==> src/msb_pkg.sv <==
// shared constants, states and carrier types of the muting safety bridge
package msb_pkg;
  // ==========================================================================
  // clock and timer bases
  localparam int          CLK_HZ         = 100_000_000;
  localparam int          TICK_MS        = 10;                     // one hundredth of a second
  localparam int          TICK_CYCLES    = CLK_HZ / 1000 * TICK_MS; // 10 ms in clock cycles
  localparam int          MIN_TICK_DIV   = 60;                     // 0.01 min = 60 x 0.01 s
  localparam logic [15:0] MON_MAX        = 16'hea60;               // 600.00 min in 0.01 min
  localparam logic [15:0] DROP_MAX       = 16'h1770;               // 60.00 s in 0.01 s
  localparam logic [15:0] OVR_MAX        = 16'h4650;               // 180.00 s in 0.01 s
  // ==========================================================================
  // register map (byte addresses)
  localparam logic [7:0]  ADR_CTRL       = 8'h00;
  localparam logic [7:0]  ADR_MON        = 8'h04;
  localparam logic [7:0]  ADR_DROP       = 8'h08;
  localparam logic [7:0]  ADR_OVR        = 8'h0c;
  localparam logic [7:0]  ADR_STATUS     = 8'h10;
  localparam int          CTRL_AUTO_BIT  = 0;
  localparam logic        CTRL_RESET     = 1'h0;
  localparam logic [15:0] PRESET_RESET   = 16'h0000;
  // ==========================================================================
  // states and carriers
  typedef enum logic [1:0] {
    ST_STOP = 2'b00,
    ST_RUN  = 2'b01,
    ST_MUTE = 2'b10,
    ST_OVR  = 2'b11
  } msb_state_type;

  typedef struct packed {
    logic note_override_only;
    logic note_muting_active;
    logic note_timeout_end;
    logic note_no_new_mute;
    logic note_override_ended;
    logic note_motion_seen;
    logic note_mute_paused;
    logic note_single_sensor;
    logic note_barrier_fault;
  } msb_note_type;

  typedef struct packed {
    logic monitor_timer_running;
    logic dropout_timer_running;
    logic override_timer_running;
  } msb_timer_type;
endpackage

==> src/msb_sync.sv <==
// two-flop synchroniser for pin inputs
`timescale 1ns/1ps
`default_nettype none
module msb_sync
  import msb_pkg::*;
#(
  parameter int W = 1
) (
  input  wire logic         clk,
  input  wire logic         rst_b,
  input  wire logic [W-1:0] d,
  output logic      [W-1:0] q
);
  logic [W-1:0] meta_reg;
  logic [W-1:0] q_reg;
  // ==========================================================================
  // the first stage feeds only the second
  always_ff @(posedge clk) begin
    if (!rst_b) begin
      meta_reg <= '0;
      q_reg    <= '0;
    end else begin
      meta_reg <= d;
      q_reg    <= meta_reg;
    end
  end
  assign q = q_reg;
endmodule
`default_nettype wire

==> src/msb_timer.sv <==
// preset timer counting ticks while run, held while paused
`timescale 1ns/1ps
`default_nettype none
module msb_timer
  import msb_pkg::*;
#(
  parameter int CW = 16
) (
  input  wire logic          clk,
  input  wire logic          rst_b,
  input  wire logic          run,
  input  wire logic          pause,
  input  wire logic          tick,
  input  wire logic [CW-1:0] preset,
  output logic               expired,
  output logic [CW-1:0]      count
);
  logic [CW-1:0] count_reg;
  logic [CW-1:0] count_next;
  // ==========================================================================
  // count restarts from zero whenever run drops
  always_comb begin
    count_next = '0;
    if (run) begin
      count_next = count_reg;
      if (tick && !pause && count_reg < preset) begin
        count_next = count_reg + 1'b1;
      end
    end
  end
  always_ff @(posedge clk) begin
    if (!rst_b) begin
      count_reg <= '0;
    end else begin
      count_reg <= count_next;
    end
  end
  assign expired = run && (count_reg >= preset);
  assign count   = count_reg;
endmodule
`default_nettype wire

==> src/msb_bridge.sv <==
// muting safety bridge: state machine, timers, notes and register slave
//
// Added by the designer: the register addresses and the Wishbone interface to the registers.
`timescale 1ns/1ps
`default_nettype none
module msb_bridge
  import msb_pkg::*;
#(
  parameter int TICK_COUNT = TICK_CYCLES
) (
  input  wire logic    clk,
  input  wire logic    rst_b,
  input  wire logic    wb_cyc_i,
  input  wire logic    wb_stb_i,
  input  wire logic    wb_we_i,
  input  wire logic [7:0] wb_adr_i,
  input  wire logic [3:0] wb_sel_i,
  input  wire logic [31:0] wb_dat_i,
  output logic [31:0]  wb_dat_o,
  output logic         wb_ack_o,
  input  wire logic    barrier_chan_a,
  input  wire logic    barrier_chan_b,
  input  wire logic    mute_sensor_front_first,
  input  wire logic    mute_sensor_front_second,
  input  wire logic    mute_sensor_rear_first,
  input  wire logic    mute_sensor_rear_second,
  input  wire logic    pause_mute_timer_in,
  input  wire logic    override_button_in,
  input  wire logic    end_on_free_field_mode,
  input  wire logic    override_style_select,
  input  wire logic    start_button_in,
  output logic         mute_lamp_out,
  output logic         safety_enable_out,
  output logic         override_active_out,
  output logic         single_channel_fault,
  output msb_note_type notes,
  output msb_timer_type timers
);
  // ==========================================================================
  // input synchronisers
  logic [10:0] pins_s;
  msb_sync #(.W(11)) u_sync (
    .clk   (clk),
    .rst_b (rst_b),
    .d     ({barrier_chan_a, barrier_chan_b, mute_sensor_front_first, mute_sensor_front_second,
             mute_sensor_rear_first, mute_sensor_rear_second, pause_mute_timer_in,
             override_button_in, end_on_free_field_mode, override_style_select, start_button_in}),
    .q     (pins_s)
  );
  logic       ch_a, ch_b, pause_s, ovr_s, end_mode, style, start_s;
  logic [3:0] sens;
  assign {ch_a, ch_b, sens, pause_s, ovr_s, end_mode, style, start_s} = pins_s;

  // ==========================================================================
  // wishbone register slave
  logic        auto_reg, auto_next;
  logic [15:0] mon_reg, mon_next, drop_reg, drop_next, ovr_reg, ovr_next;
  logic        ack_reg, ack_next;
  logic [31:0] dat_reg, dat_next;
  logic [31:0] status_word;
  logic        wr_go;

  // byte-lane merge used by every preset register
  function automatic logic [15:0] lane_merge(input logic [15:0] old, input logic [31:0] dat,
                                             input logic [3:0] sel, input logic [15:0] lim);
    logic [15:0] m;
    m = old;
    if (sel[0]) m[7:0] = dat[7:0];
    if (sel[1]) m[15:8] = dat[15:8];
    lane_merge = (m > lim) ? lim : m;
  endfunction

  // ack one cycle after the strobe, dropped the cycle after; a write lands at the ack edge
  always_comb begin
    wr_go     = wb_cyc_i && wb_stb_i && wb_we_i && ack_reg;
    ack_next  = wb_cyc_i && wb_stb_i && !ack_reg;
    auto_next = auto_reg;
    mon_next  = mon_reg;
    drop_next = drop_reg;
    ovr_next  = ovr_reg;
    dat_next  = 32'h0000_0000;
    if (wr_go) begin
      case (wb_adr_i)
        ADR_CTRL: if (wb_sel_i[0]) auto_next = wb_dat_i[CTRL_AUTO_BIT];
        ADR_MON:  mon_next = lane_merge(mon_reg, wb_dat_i, wb_sel_i, MON_MAX);
        ADR_DROP: drop_next = lane_merge(drop_reg, wb_dat_i, wb_sel_i, DROP_MAX);
        ADR_OVR:  ovr_next = lane_merge(ovr_reg, wb_dat_i, wb_sel_i, OVR_MAX);
        default:  auto_next = auto_reg; // unmapped writes are acked and dropped
      endcase
    end
    if (ack_next && !wb_we_i) begin
      case (wb_adr_i)
        ADR_CTRL:   dat_next = {31'h0, auto_reg};
        ADR_MON:    dat_next = {16'h0000, mon_reg};
        ADR_DROP:   dat_next = {16'h0000, drop_reg};
        ADR_OVR:    dat_next = {16'h0000, ovr_reg};
        ADR_STATUS: dat_next = status_word;
        default:    dat_next = 32'h0000_0000;
      endcase
    end
  end
  always_ff @(posedge clk) begin
    if (!rst_b) begin
      auto_reg <= CTRL_RESET;
      mon_reg  <= PRESET_RESET;
      drop_reg <= PRESET_RESET;
      ovr_reg  <= PRESET_RESET;
      ack_reg  <= 1'b0;
      dat_reg  <= 32'h0000_0000;
    end else begin
      auto_reg <= auto_next;
      mon_reg  <= mon_next;
      drop_reg <= drop_next;
      ovr_reg  <= ovr_next;
      ack_reg  <= ack_next;
      dat_reg  <= dat_next;
    end
  end
  assign wb_ack_o = ack_reg;
  assign wb_dat_o = dat_reg;

  // ==========================================================================
  // time base: 10 ms tick and 0.01 min tick
  logic [31:0] pre_reg, pre_next;
  logic [7:0]  min_reg, min_next;
  logic        tick_cs, tick_cm;
  always_comb begin
    tick_cs  = (pre_reg == 32'(TICK_COUNT - 1));
    pre_next = tick_cs ? 32'h0000_0000 : pre_reg + 32'h0000_0001;
    tick_cm  = tick_cs && (min_reg == 8'(MIN_TICK_DIV - 1));
    min_next = tick_cm ? 8'h00 : (tick_cs ? min_reg + 8'h01 : min_reg);
  end
  always_ff @(posedge clk) begin
    if (!rst_b) begin
      pre_reg <= 32'h0000_0000;
      min_reg <= 8'h00;
    end else begin
      pre_reg <= pre_next;
      min_reg <= min_next;
    end
  end

  // ==========================================================================
  // timers
  msb_state_type state_reg, state_next;
  logic [3:0]    sens_prev_reg;
  logic          sens_change, pause_eff;
  logic          mon_exp, drop_exp, ovr_exp, field_free;
  logic [15:0]   mon_cnt;
  // a sensor change lifts the pause of the monitoring time for that cycle
  assign sens_change = (sens != sens_prev_reg);
  assign pause_eff   = pause_s && !sens_change;
  assign field_free  = ch_a && ch_b;

  msb_timer #(.CW(16)) u_mon (
    .clk (clk), .rst_b (rst_b), .run (state_reg == ST_MUTE), .pause (pause_eff),
    .tick (tick_cm), .preset (mon_reg), .expired (mon_exp), .count (mon_cnt)
  );
  msb_timer #(.CW(16)) u_drop (
    .clk (clk), .rst_b (rst_b), .run (state_reg == ST_RUN && !field_free), .pause (1'b0),
    .tick (tick_cs), .preset (drop_reg), .expired (drop_exp), .count ()
  );
  msb_timer #(.CW(16)) u_ovr (
    .clk (clk), .rst_b (rst_b), .run (state_reg == ST_OVR), .pause (1'b0),
    .tick (tick_cs), .preset (ovr_reg), .expired (ovr_exp), .count ()
  );

  // ==========================================================================
  // muting state machine
  logic start_prev_reg, ovr_prev_reg, seen_block_reg, seen_block_next;
  logic any_sensor, pair_ok, start_ok, ovr_trig, mute_end, free_end, to_end;
  msb_note_type notes_reg, notes_next;
  msb_timer_type timers_reg, timers_next;
  logic lamp_reg, enable_reg, ovr_ind_reg, fault_reg;

  always_comb begin
    any_sensor = |sens;
    // adjacent pairs A1+A2, A2+B1, B1+B2 may carry a muting
    pair_ok    = (sens[3] && sens[2]) || (sens[2] && sens[1]) || (sens[1] && sens[0]);
    start_ok   = auto_reg || (start_prev_reg && !start_s);
    ovr_trig   = style ? ovr_s : (ovr_s && !ovr_prev_reg);
    free_end   = end_mode && field_free && seen_block_reg;
    to_end     = mon_exp || free_end;
    mute_end   = to_end || !pair_ok;
    state_next = state_reg;
    case (state_reg)
      ST_STOP: begin
        if (field_free && start_ok) begin
          state_next = ST_RUN;
        end else if (!auto_reg && pair_ok && ovr_trig) begin
          state_next = ST_OVR;
        end
      end
      ST_RUN: begin
        if (pair_ok && !notes_reg.note_no_new_mute) begin
          state_next = ST_MUTE;
        end else if (!field_free && drop_exp) begin
          state_next = ST_STOP;
        end
      end
      ST_MUTE: begin
        if (mute_end) begin
          state_next = field_free ? ST_RUN : ST_STOP;
        end
      end
      ST_OVR: begin
        if (ovr_exp || (style && !ovr_s)) begin
          state_next = ST_STOP;
        end else if (field_free) begin
          state_next = ST_RUN;
        end
      end
      default: state_next = ST_STOP;
    endcase
    seen_block_next = (state_next == ST_MUTE) && (seen_block_reg || !field_free);
  end

  // notes: levels, each set wins over its clear
  always_comb begin
    notes_next = notes_reg;
    notes_next.note_override_only = any_sensor && (state_next == ST_STOP);
    notes_next.note_muting_active = (state_next == ST_MUTE);
    if (state_reg == ST_MUTE && to_end) notes_next.note_timeout_end = 1'b1;
    else if (state_next == ST_MUTE) notes_next.note_timeout_end = 1'b0;
    if (state_reg == ST_MUTE && mute_end && any_sensor) notes_next.note_no_new_mute = 1'b1;
    else if (!any_sensor) notes_next.note_no_new_mute = 1'b0;
    if (state_reg == ST_OVR && state_next != ST_OVR) notes_next.note_override_ended = 1'b1;
    else if (state_next == ST_OVR) notes_next.note_override_ended = 1'b0;
    if (state_reg == ST_MUTE && pause_s && sens_change) notes_next.note_motion_seen = 1'b1;
    else if (!pause_s) notes_next.note_motion_seen = 1'b0;
    if (pause_s && state_reg != ST_MUTE) notes_next.note_mute_paused = 1'b1;
    else if (!pause_s) notes_next.note_mute_paused = 1'b0;
    notes_next.note_single_sensor = any_sensor;
    notes_next.note_barrier_fault = ch_a ^ ch_b;
    timers_next.monitor_timer_running  = (state_next == ST_MUTE);
    timers_next.dropout_timer_running  = (state_next == ST_RUN) && !field_free;
    timers_next.override_timer_running = (state_next == ST_OVR);
  end

  always_ff @(posedge clk) begin
    if (!rst_b) begin
      state_reg      <= ST_STOP;
      sens_prev_reg  <= 4'h0;
      start_prev_reg <= 1'b0;
      ovr_prev_reg   <= 1'b0;
      seen_block_reg <= 1'b0;
      notes_reg      <= '0;
      timers_reg     <= '0;
      lamp_reg       <= 1'b0;
      enable_reg     <= 1'b0;
      ovr_ind_reg    <= 1'b0;
      fault_reg      <= 1'b0;
    end else begin
      state_reg      <= state_next;
      sens_prev_reg  <= sens;
      start_prev_reg <= start_s;
      ovr_prev_reg   <= ovr_s;
      seen_block_reg <= seen_block_next;
      notes_reg      <= notes_next;
      timers_reg     <= timers_next;
      lamp_reg       <= (state_next == ST_MUTE);
      enable_reg     <= (state_next != ST_STOP);
      ovr_ind_reg    <= (state_next == ST_OVR);
      fault_reg      <= ch_a ^ ch_b;
    end
  end
  assign mute_lamp_out        = lamp_reg;
  assign safety_enable_out    = enable_reg;
  assign override_active_out  = ovr_ind_reg;
  assign single_channel_fault = fault_reg;
  assign notes                = notes_reg;
  assign timers               = timers_reg;
  assign status_word = {16'h0000, 1'b0, timers_reg, fault_reg, state_reg, notes_reg};
endmodule
`default_nettype wire

==> config.mk <==
export PLATFORM = sky130hd
export DESIGN_NAME = msb_bridge
export DESIGN_NICKNAME = d
export VERILOG_FILES = /design/src/msb_pkg.sv /design/src/msb_sync.sv /design/src/msb_timer.sv /design/src/msb_bridge.sv
export SDC_FILE = /design/constraint.sdc
export NUM_CORES = 1
export LEC_CHECK = 0
export ABC_AREA = 0
export BUFFER_PORTS_ARGS = -buffer_cell sky130_fd_sc_hd__buf_2
export CORE_MARGIN = 4
export CORE_UTILIZATION = 50
export CTS_BUF_LIST = sky130_fd_sc_hd__clkbuf_4 sky130_fd_sc_hd__clkbuf_8 sky130_fd_sc_hd__clkbuf_16
export DETAILED_ROUTE_END_ITERATION = 6
export PLACE_DENSITY = 0.76
export SYNTH_ARGS = -nofsm -noshare
export SYNTH_HDL_FRONTEND = slang
export SYNTH_SLANG_ARGS = --single-unit
==> constraint.sdc <==
create_clock -name clk -period 5.95 [get_ports clk]
set_input_delay 0.2975 -clock clk [delete_from_list [all_inputs] [get_ports clk]]
set_output_delay 0.2975 -clock clk [all_outputs]
set_load 0.05 [all_outputs]
# Word-level counts from Yosys, hierarchy flattened

Cells that the tools add are included.

Bits in writable memories: 0
Latch bits: 0
Flip-flop bits (word level): 213
ROM bits: 0
Memories: 0
Output and inout bits: 49

Mux-type cells: 41
Eq/ne operators: 18
Shift-type cells: 0
Multipliers: 0
Bitwise operators: 2
Reduce and logical (&&, ||, !) cells: 74
$lt $le $gt $ge: 9
Divide/modulo/power cells: 0
Add/subtract/negate cells: 5

Operators by type and width:

| kind                  | count |
|---|---|
| $mux 8                | 18 |
| $pmux 16 s5           | 1 |
| $add 16x1->16 const B | 3 |
| $ge 16x16->1          | 3 |
| $lt 16x16->1          | 3 |
| $mux 16               | 3 |
| $logic_and 1x1->1     | 39 |
| $add 32x1->32 const B | 1 |
| $eq 32x20->1 const B  | 1 |
| $eq 8x4->1 const B    | 2 |
| $gt 16x13->1 const B  | 1 |
| $gt 16x15->1 const B  | 1 |
| $gt 16x16->1 const B  | 1 |
| $mux 2                | 7 |
| $reduce_and 2->1      | 7 |
| $logic_not 1->1       | 11 |
| $mux 1                | 11 |
| $add 8x1->8 const B   | 1 |
| $eq 2x2->1 const B    | 4 |
| $eq 8x3->1 const B    | 1 |
| $eq 8x5->1 const B    | 1 |
| $eq 8x6->1 const B    | 1 |
| $logic_not 8->1       | 1 |
| $ne 2x2->1 const B    | 4 |
| other kinds (12)      | 23 |

# Longest topological paths before layout

Depth in word-level cells: 11
Gate-level depth with buffers: 11
Depth with buffers taken out: 9

# Cells and area by module

From an unflattened synthesis, not the netlist that was laid out.

Cell total of the unflattened synthesis: 1217
Area, all modules: 10573.9 um^2

Modules (own cells, without submodules):

| module     | cells an instance | sequential area each (um^2) | instances | area an instance (um^2) |
|---|---|---|---|---|
| msb_bridge | 709               | 2542.4                      | 1         | 6364.9 |
| msb_timer  | 154               | 320.3                       | 3         | 1196.1 |
| msb_sync   | 46                | 440.4                       | 1         | 620.6 |

# Worst setup path after synthesis

OpenSTA, ideal clock, no wires.

Path type: register to register
Start: register mon_reg[13]
End: register notes_reg, in the netlist notes[6]
Path slack: 3471 ps
Stages on the path, launching flop included: 10
Path buffers: 0
Data required time: 5806 ps
Data arrival time: 2335 ps
Path through: dfxtp_1 > inv_1 > ha_1 > nand4_1 > nor2_1 > nor3_1 > nand4_1 > o311a_1 > o41ai_1 > a21oi_1

Word-level cells in the longest chain between the ends: 8
Elaborated cells on any way between the ends: 10

RTL lines:

| item                        | RTL line          | text |
|---|---|---|
| from (decl)                 | msb_bridge.sv:57  | `logic [15:0] mon_reg, mon_next, drop_reg, drop_next, ovr_reg, ovr_next;` |
| from (signal assigned)      | msb_bridge.sv:112 | `mon_reg <= mon_next;` |
| $ge 16x16->1 (*)            | msb_timer.sv:38   | `assign expired = run && (count_reg >= preset);` |
| $logic_and 1x1->1 (*)       | msb_timer.sv:38   |  |
| $logic_or 1x1->1 (*)        | msb_bridge.sv:183 | `to_end = mon_exp \|\| free_end;` |
| $logic_or 1x1->1            | msb_bridge.sv:184 | `mute_end = to_end \|\| !pair_ok;` |
| $mux 2                      | msb_bridge.sv:202 | `if (mute_end) begin` |
| $pmux 2 s4                  | msb_bridge.sv:186 | `case (state_reg)` |
| $eq 2x2->1                  | msb_bridge.sv:224 | `else if (state_next == ST_MUTE) notes_next.note_timeout_end = 1'b0;` |
| $reduce_bool 2->1 (no line) | --                |  |
| to (signal assigned)        | msb_bridge.sv:259 | `notes_reg <= notes_next;` |
| to (decl)                   | msb_bridge.sv:172 | `msb_note_type notes_reg, notes_next;` |

Mark *: on every way between the ends. The rest lies on a longest branch, timed or not.
A chain may end at the register's enable or synchronous reset.

# Final worst setup path

Start: register mon_reg[14]
End: register notes_reg, in the netlist notes[6]

The elaborated chain is that of the path after synthesis.

==> impl_metrics.json <==
{
  "status": "finished clean",
  "postCtsHoldBufs": 0,
  "ys_seq_elements": 197,
  "synth_warnings": 0,
  "rows": 51,
  "final_layout_size_suffix_gt1_frac": 0.108,
  "io_buffers": 74,
  "drt_iter0_markers": 891,
  "fmax_mhz": 295,
  "vias": 9079,
  "worstSkewPairLatency_ns": 0.44,
  "grt_max_degree": 49,
  "min_path_type": "input port to flop",
  "avgViaCountPerCell": 5.90,
  "rsz0062_at_grt": "no",
  "clock_skew_ns": 0.0123,
  "wl_mm": 26.3,
  "fp.coreArea_um2": 19700,
  "crit_buf_inv": 1,
  "grt_pass1_vias": 8249,
  "area_growth_pct": 10.3,
  "arrival_ns": 3.70,
  "drv_cap": 0,
  "cts-htree-levels": 4,
  "synthArstFlopShare": 0,
  "ys.flop_type": "dfxtp_1",
  "syn_inst": 1214,
  "fin_nets": 1373,
  "drc": 0,
  "cts_num_sinks": 197,
  "met3_usage": 0.0385,
  "cp-start-kind": "flop",
  "place_congestion": 0.944,
  "worstSetupPathType": "flop to flop",
  "crit_top_cell": "nand4_1",
  "path_cells": "inv_1, ha_1, nand4_1, nor2_1, nor3_1, nand4_1, o311a_1, o41ai_1, a21oi_1",
  "cts_setup_buffers": 0,
  "initial_utilization": 0.515,
  "max-slew-margin-rel": 0.153,
  "fin_setup_tns_ns": 0,
  "finalSetupViolCount": 0,
  "met2_usage": 0.370,
  "clockRootBuffer": "clkbuf_16",
  "final_max_slew_viol_count": 0,
  "syn_area_um2": 10200,
  "drt_pre_antenna_iters": 6,
  "die_area_um2": 22700,
  "cts_tree": "done",
  "tightest_slew_ns": 1.26,
  "grt-ovfl-total": 0,
  "synth_top_area_cell": "dfxtp_1",
  "detail-route-antenna-nets": 0,
  "grt_use_total": 0.233,
  "ys_seq_area_frac": 0.388,
  "power.leakage_uw": 0.00415,
  "fp.dieW_um": 151,
  "end_kind": "flop",
  "grt_pass1_wl_mm": 42.4,
  "cts_buffers": 17,
  "synth_edf_count": 0,
  "die_h_um": 151,
  "fill_cells": 1772,
  "crit_required_ns": 6.25,
  "synth.avg_cell_area_um2": 8.36,
  "critical-path-top-delay-family": "compound AO/OA/AOI/OAI gates",
  "cp_slowest_cell": "o41ai_1",
  "yosysMostFrequentCell": "dfxtp_1",
  "dp_hpwl_mm": 19.3,
  "clk_pin_slew_ns": 0.08,
  "antenna_found_initial": 3,
  "cp_max_fo": 15,
  "fin_crit_sh": 0.571,
  "clk_path_buf_depth": 2,
  "met1_usage": 0.320,
  "synth_commonest_cells": "197 x dfxtp_1, 120 x nor2_1, 102 x nand2_1, 78 x inv_1, 70 x a21oi_1",
  "hold_viol": 0,
  "wl_per_cell_um": 17.1,
  "slowest_delay_ns": 0.62,
  "netlist.area_leader.share": 0.388,
  "power_density_nw_per_um2": 234,
  "cts-resized-gates": 0,
  "ioPinCount": 109,
  "synth_area_leaders": "dfxtp_1 39%, ha_1 6.7%, nor2_1 4.4%, nand2_1 3.8%, a21oi_1 3.4%",
  "peakVddDrop_mv": 0.287,
  "grt_busiest_layer": "met2",
  "min_period_ns": 3.39,
  "largest_reg_flops": 32,
  "synth.distinct_cells": 75,
  "holdWs_ns": 0.0653
}
[layer usage]
layer / wire [um] / share of wire
met5: 22 / 0.00084
met2: 11800 / 0.45
met4: 796 / 0.030
met3: 2240 / 0.085
met1: 11400 / 0.43
[logic make-up after synthesis]
group | share of synthesized area
buffers and inverters | 0.0612
AOI/OAI and AO/OA | 0.145
and+or+nand+nor | 0.266
xor gates and xnor gates | 0.0526
muxes | 0.0200
adders and majority gates | 0.0665
other | 0.000369
DFF | 0.388
[placed cells by master, fill, tap and decap left out, types with 3 or more instances in the layout]
master,Yosys,layout
a211oi_1,6,6
conb_1,1,16
and4_1,4,4
or3_1,23,23
o21ai_1,4,4
nor2_1,120,120
dfxtp_1,197,197
nand4_1,34,34
ha_1,54,54
nor4b_1,5,5
a222oi_1,8,8
nor4_4,3,3
inv_1,78,78
o21a_1,7,7
a22o_1,9,9
nand3_1,58,58
buf_2,8,74
a22oi_1,15,15
clkbuf_16,0,17
o21ai_0,48,48
nor2b_1,7,7
and3_1,19,19
a21oi_1,70,70
a221oi_1,5,5
mux2i_1,18,18
xor2_1,25,25
o221a_2,8,8
nor3_1,39,38
a31oi_1,6,6
o211a_1,3,3
a21o_1,13,13
nor3b_1,4,4
and2_1,33,33
nand2b_1,14,14
xnor2_1,36,36
nand3b_1,5,5
nand2_1,102,102
inv_8,0,6
nor4_1,23,23
[per-stage QoR]
| stage | total power [uW] | setup slack [ns] | area (um2) | utilization | instances |
|---|---|---|---|---|---|
| 2_1_floorplan | 1460 | 3.47 | 10200 | - | 1229 |
| 3_3_place_gp | 1500 | 2.59 | 10600 | 0.538 | 1505 |
| 3_5_place_dp | 1500 | 2.59 | 10600 | 0.538 | 1505 |
| 4_1_cts | 2640 | 2.57 | 11200 | 0.568 | 1537 |
| 5_1_grt | 2710 | 2.33 | 11200 | 0.568 | 1538 |
| 6_report | 2620 | 2.56 | 11200 | 0.568 | 1538 |
[report_power, final]
| group | leakage, uW | internal, uW | total [uW] | switching [uW] |
|---|---|---|---|---|
| Sequential | 0.00159 | 1330 | 1340 | 8.10 |
| Clock | 0.000291 | 590 | 1150 | 564 |
| Combinational | 0.00226 | 33.7 | 132 | 98.4 |
[worst paths after layout]
check | depth (start not counted) | end | startpoint | slack [ns]
max | 9 | notes[6] | mon_reg[14] | 2.56
min reg2reg | 1 | u_sync.q[4] | u_sync.meta_reg[4] | 0.44
max reg2reg | 9 | notes[6] | mon_reg[14] | 2.56
min | 2 | u_sync.meta_reg[4] | pause_mute_timer_in | 0.07
[layout make-up]
class / count / area, um2 / area share
inverters: 79 / 297 / 0.0265
repair buffers: 75 / 378 / 0.0337
multi-input cells: 889 / 5650 / 0.505
clock buffers: 20 / 460 / 0.0411
diodes: 1 / 2.50 / 0.000223
flip-flops and latches: 197 / 3940 / 0.352
well taps: 265 / 332 / 0.0296
clock inverters: 12 / 134 / 0.0120
No activity file was read; power rests on OpenSTA's default activity.
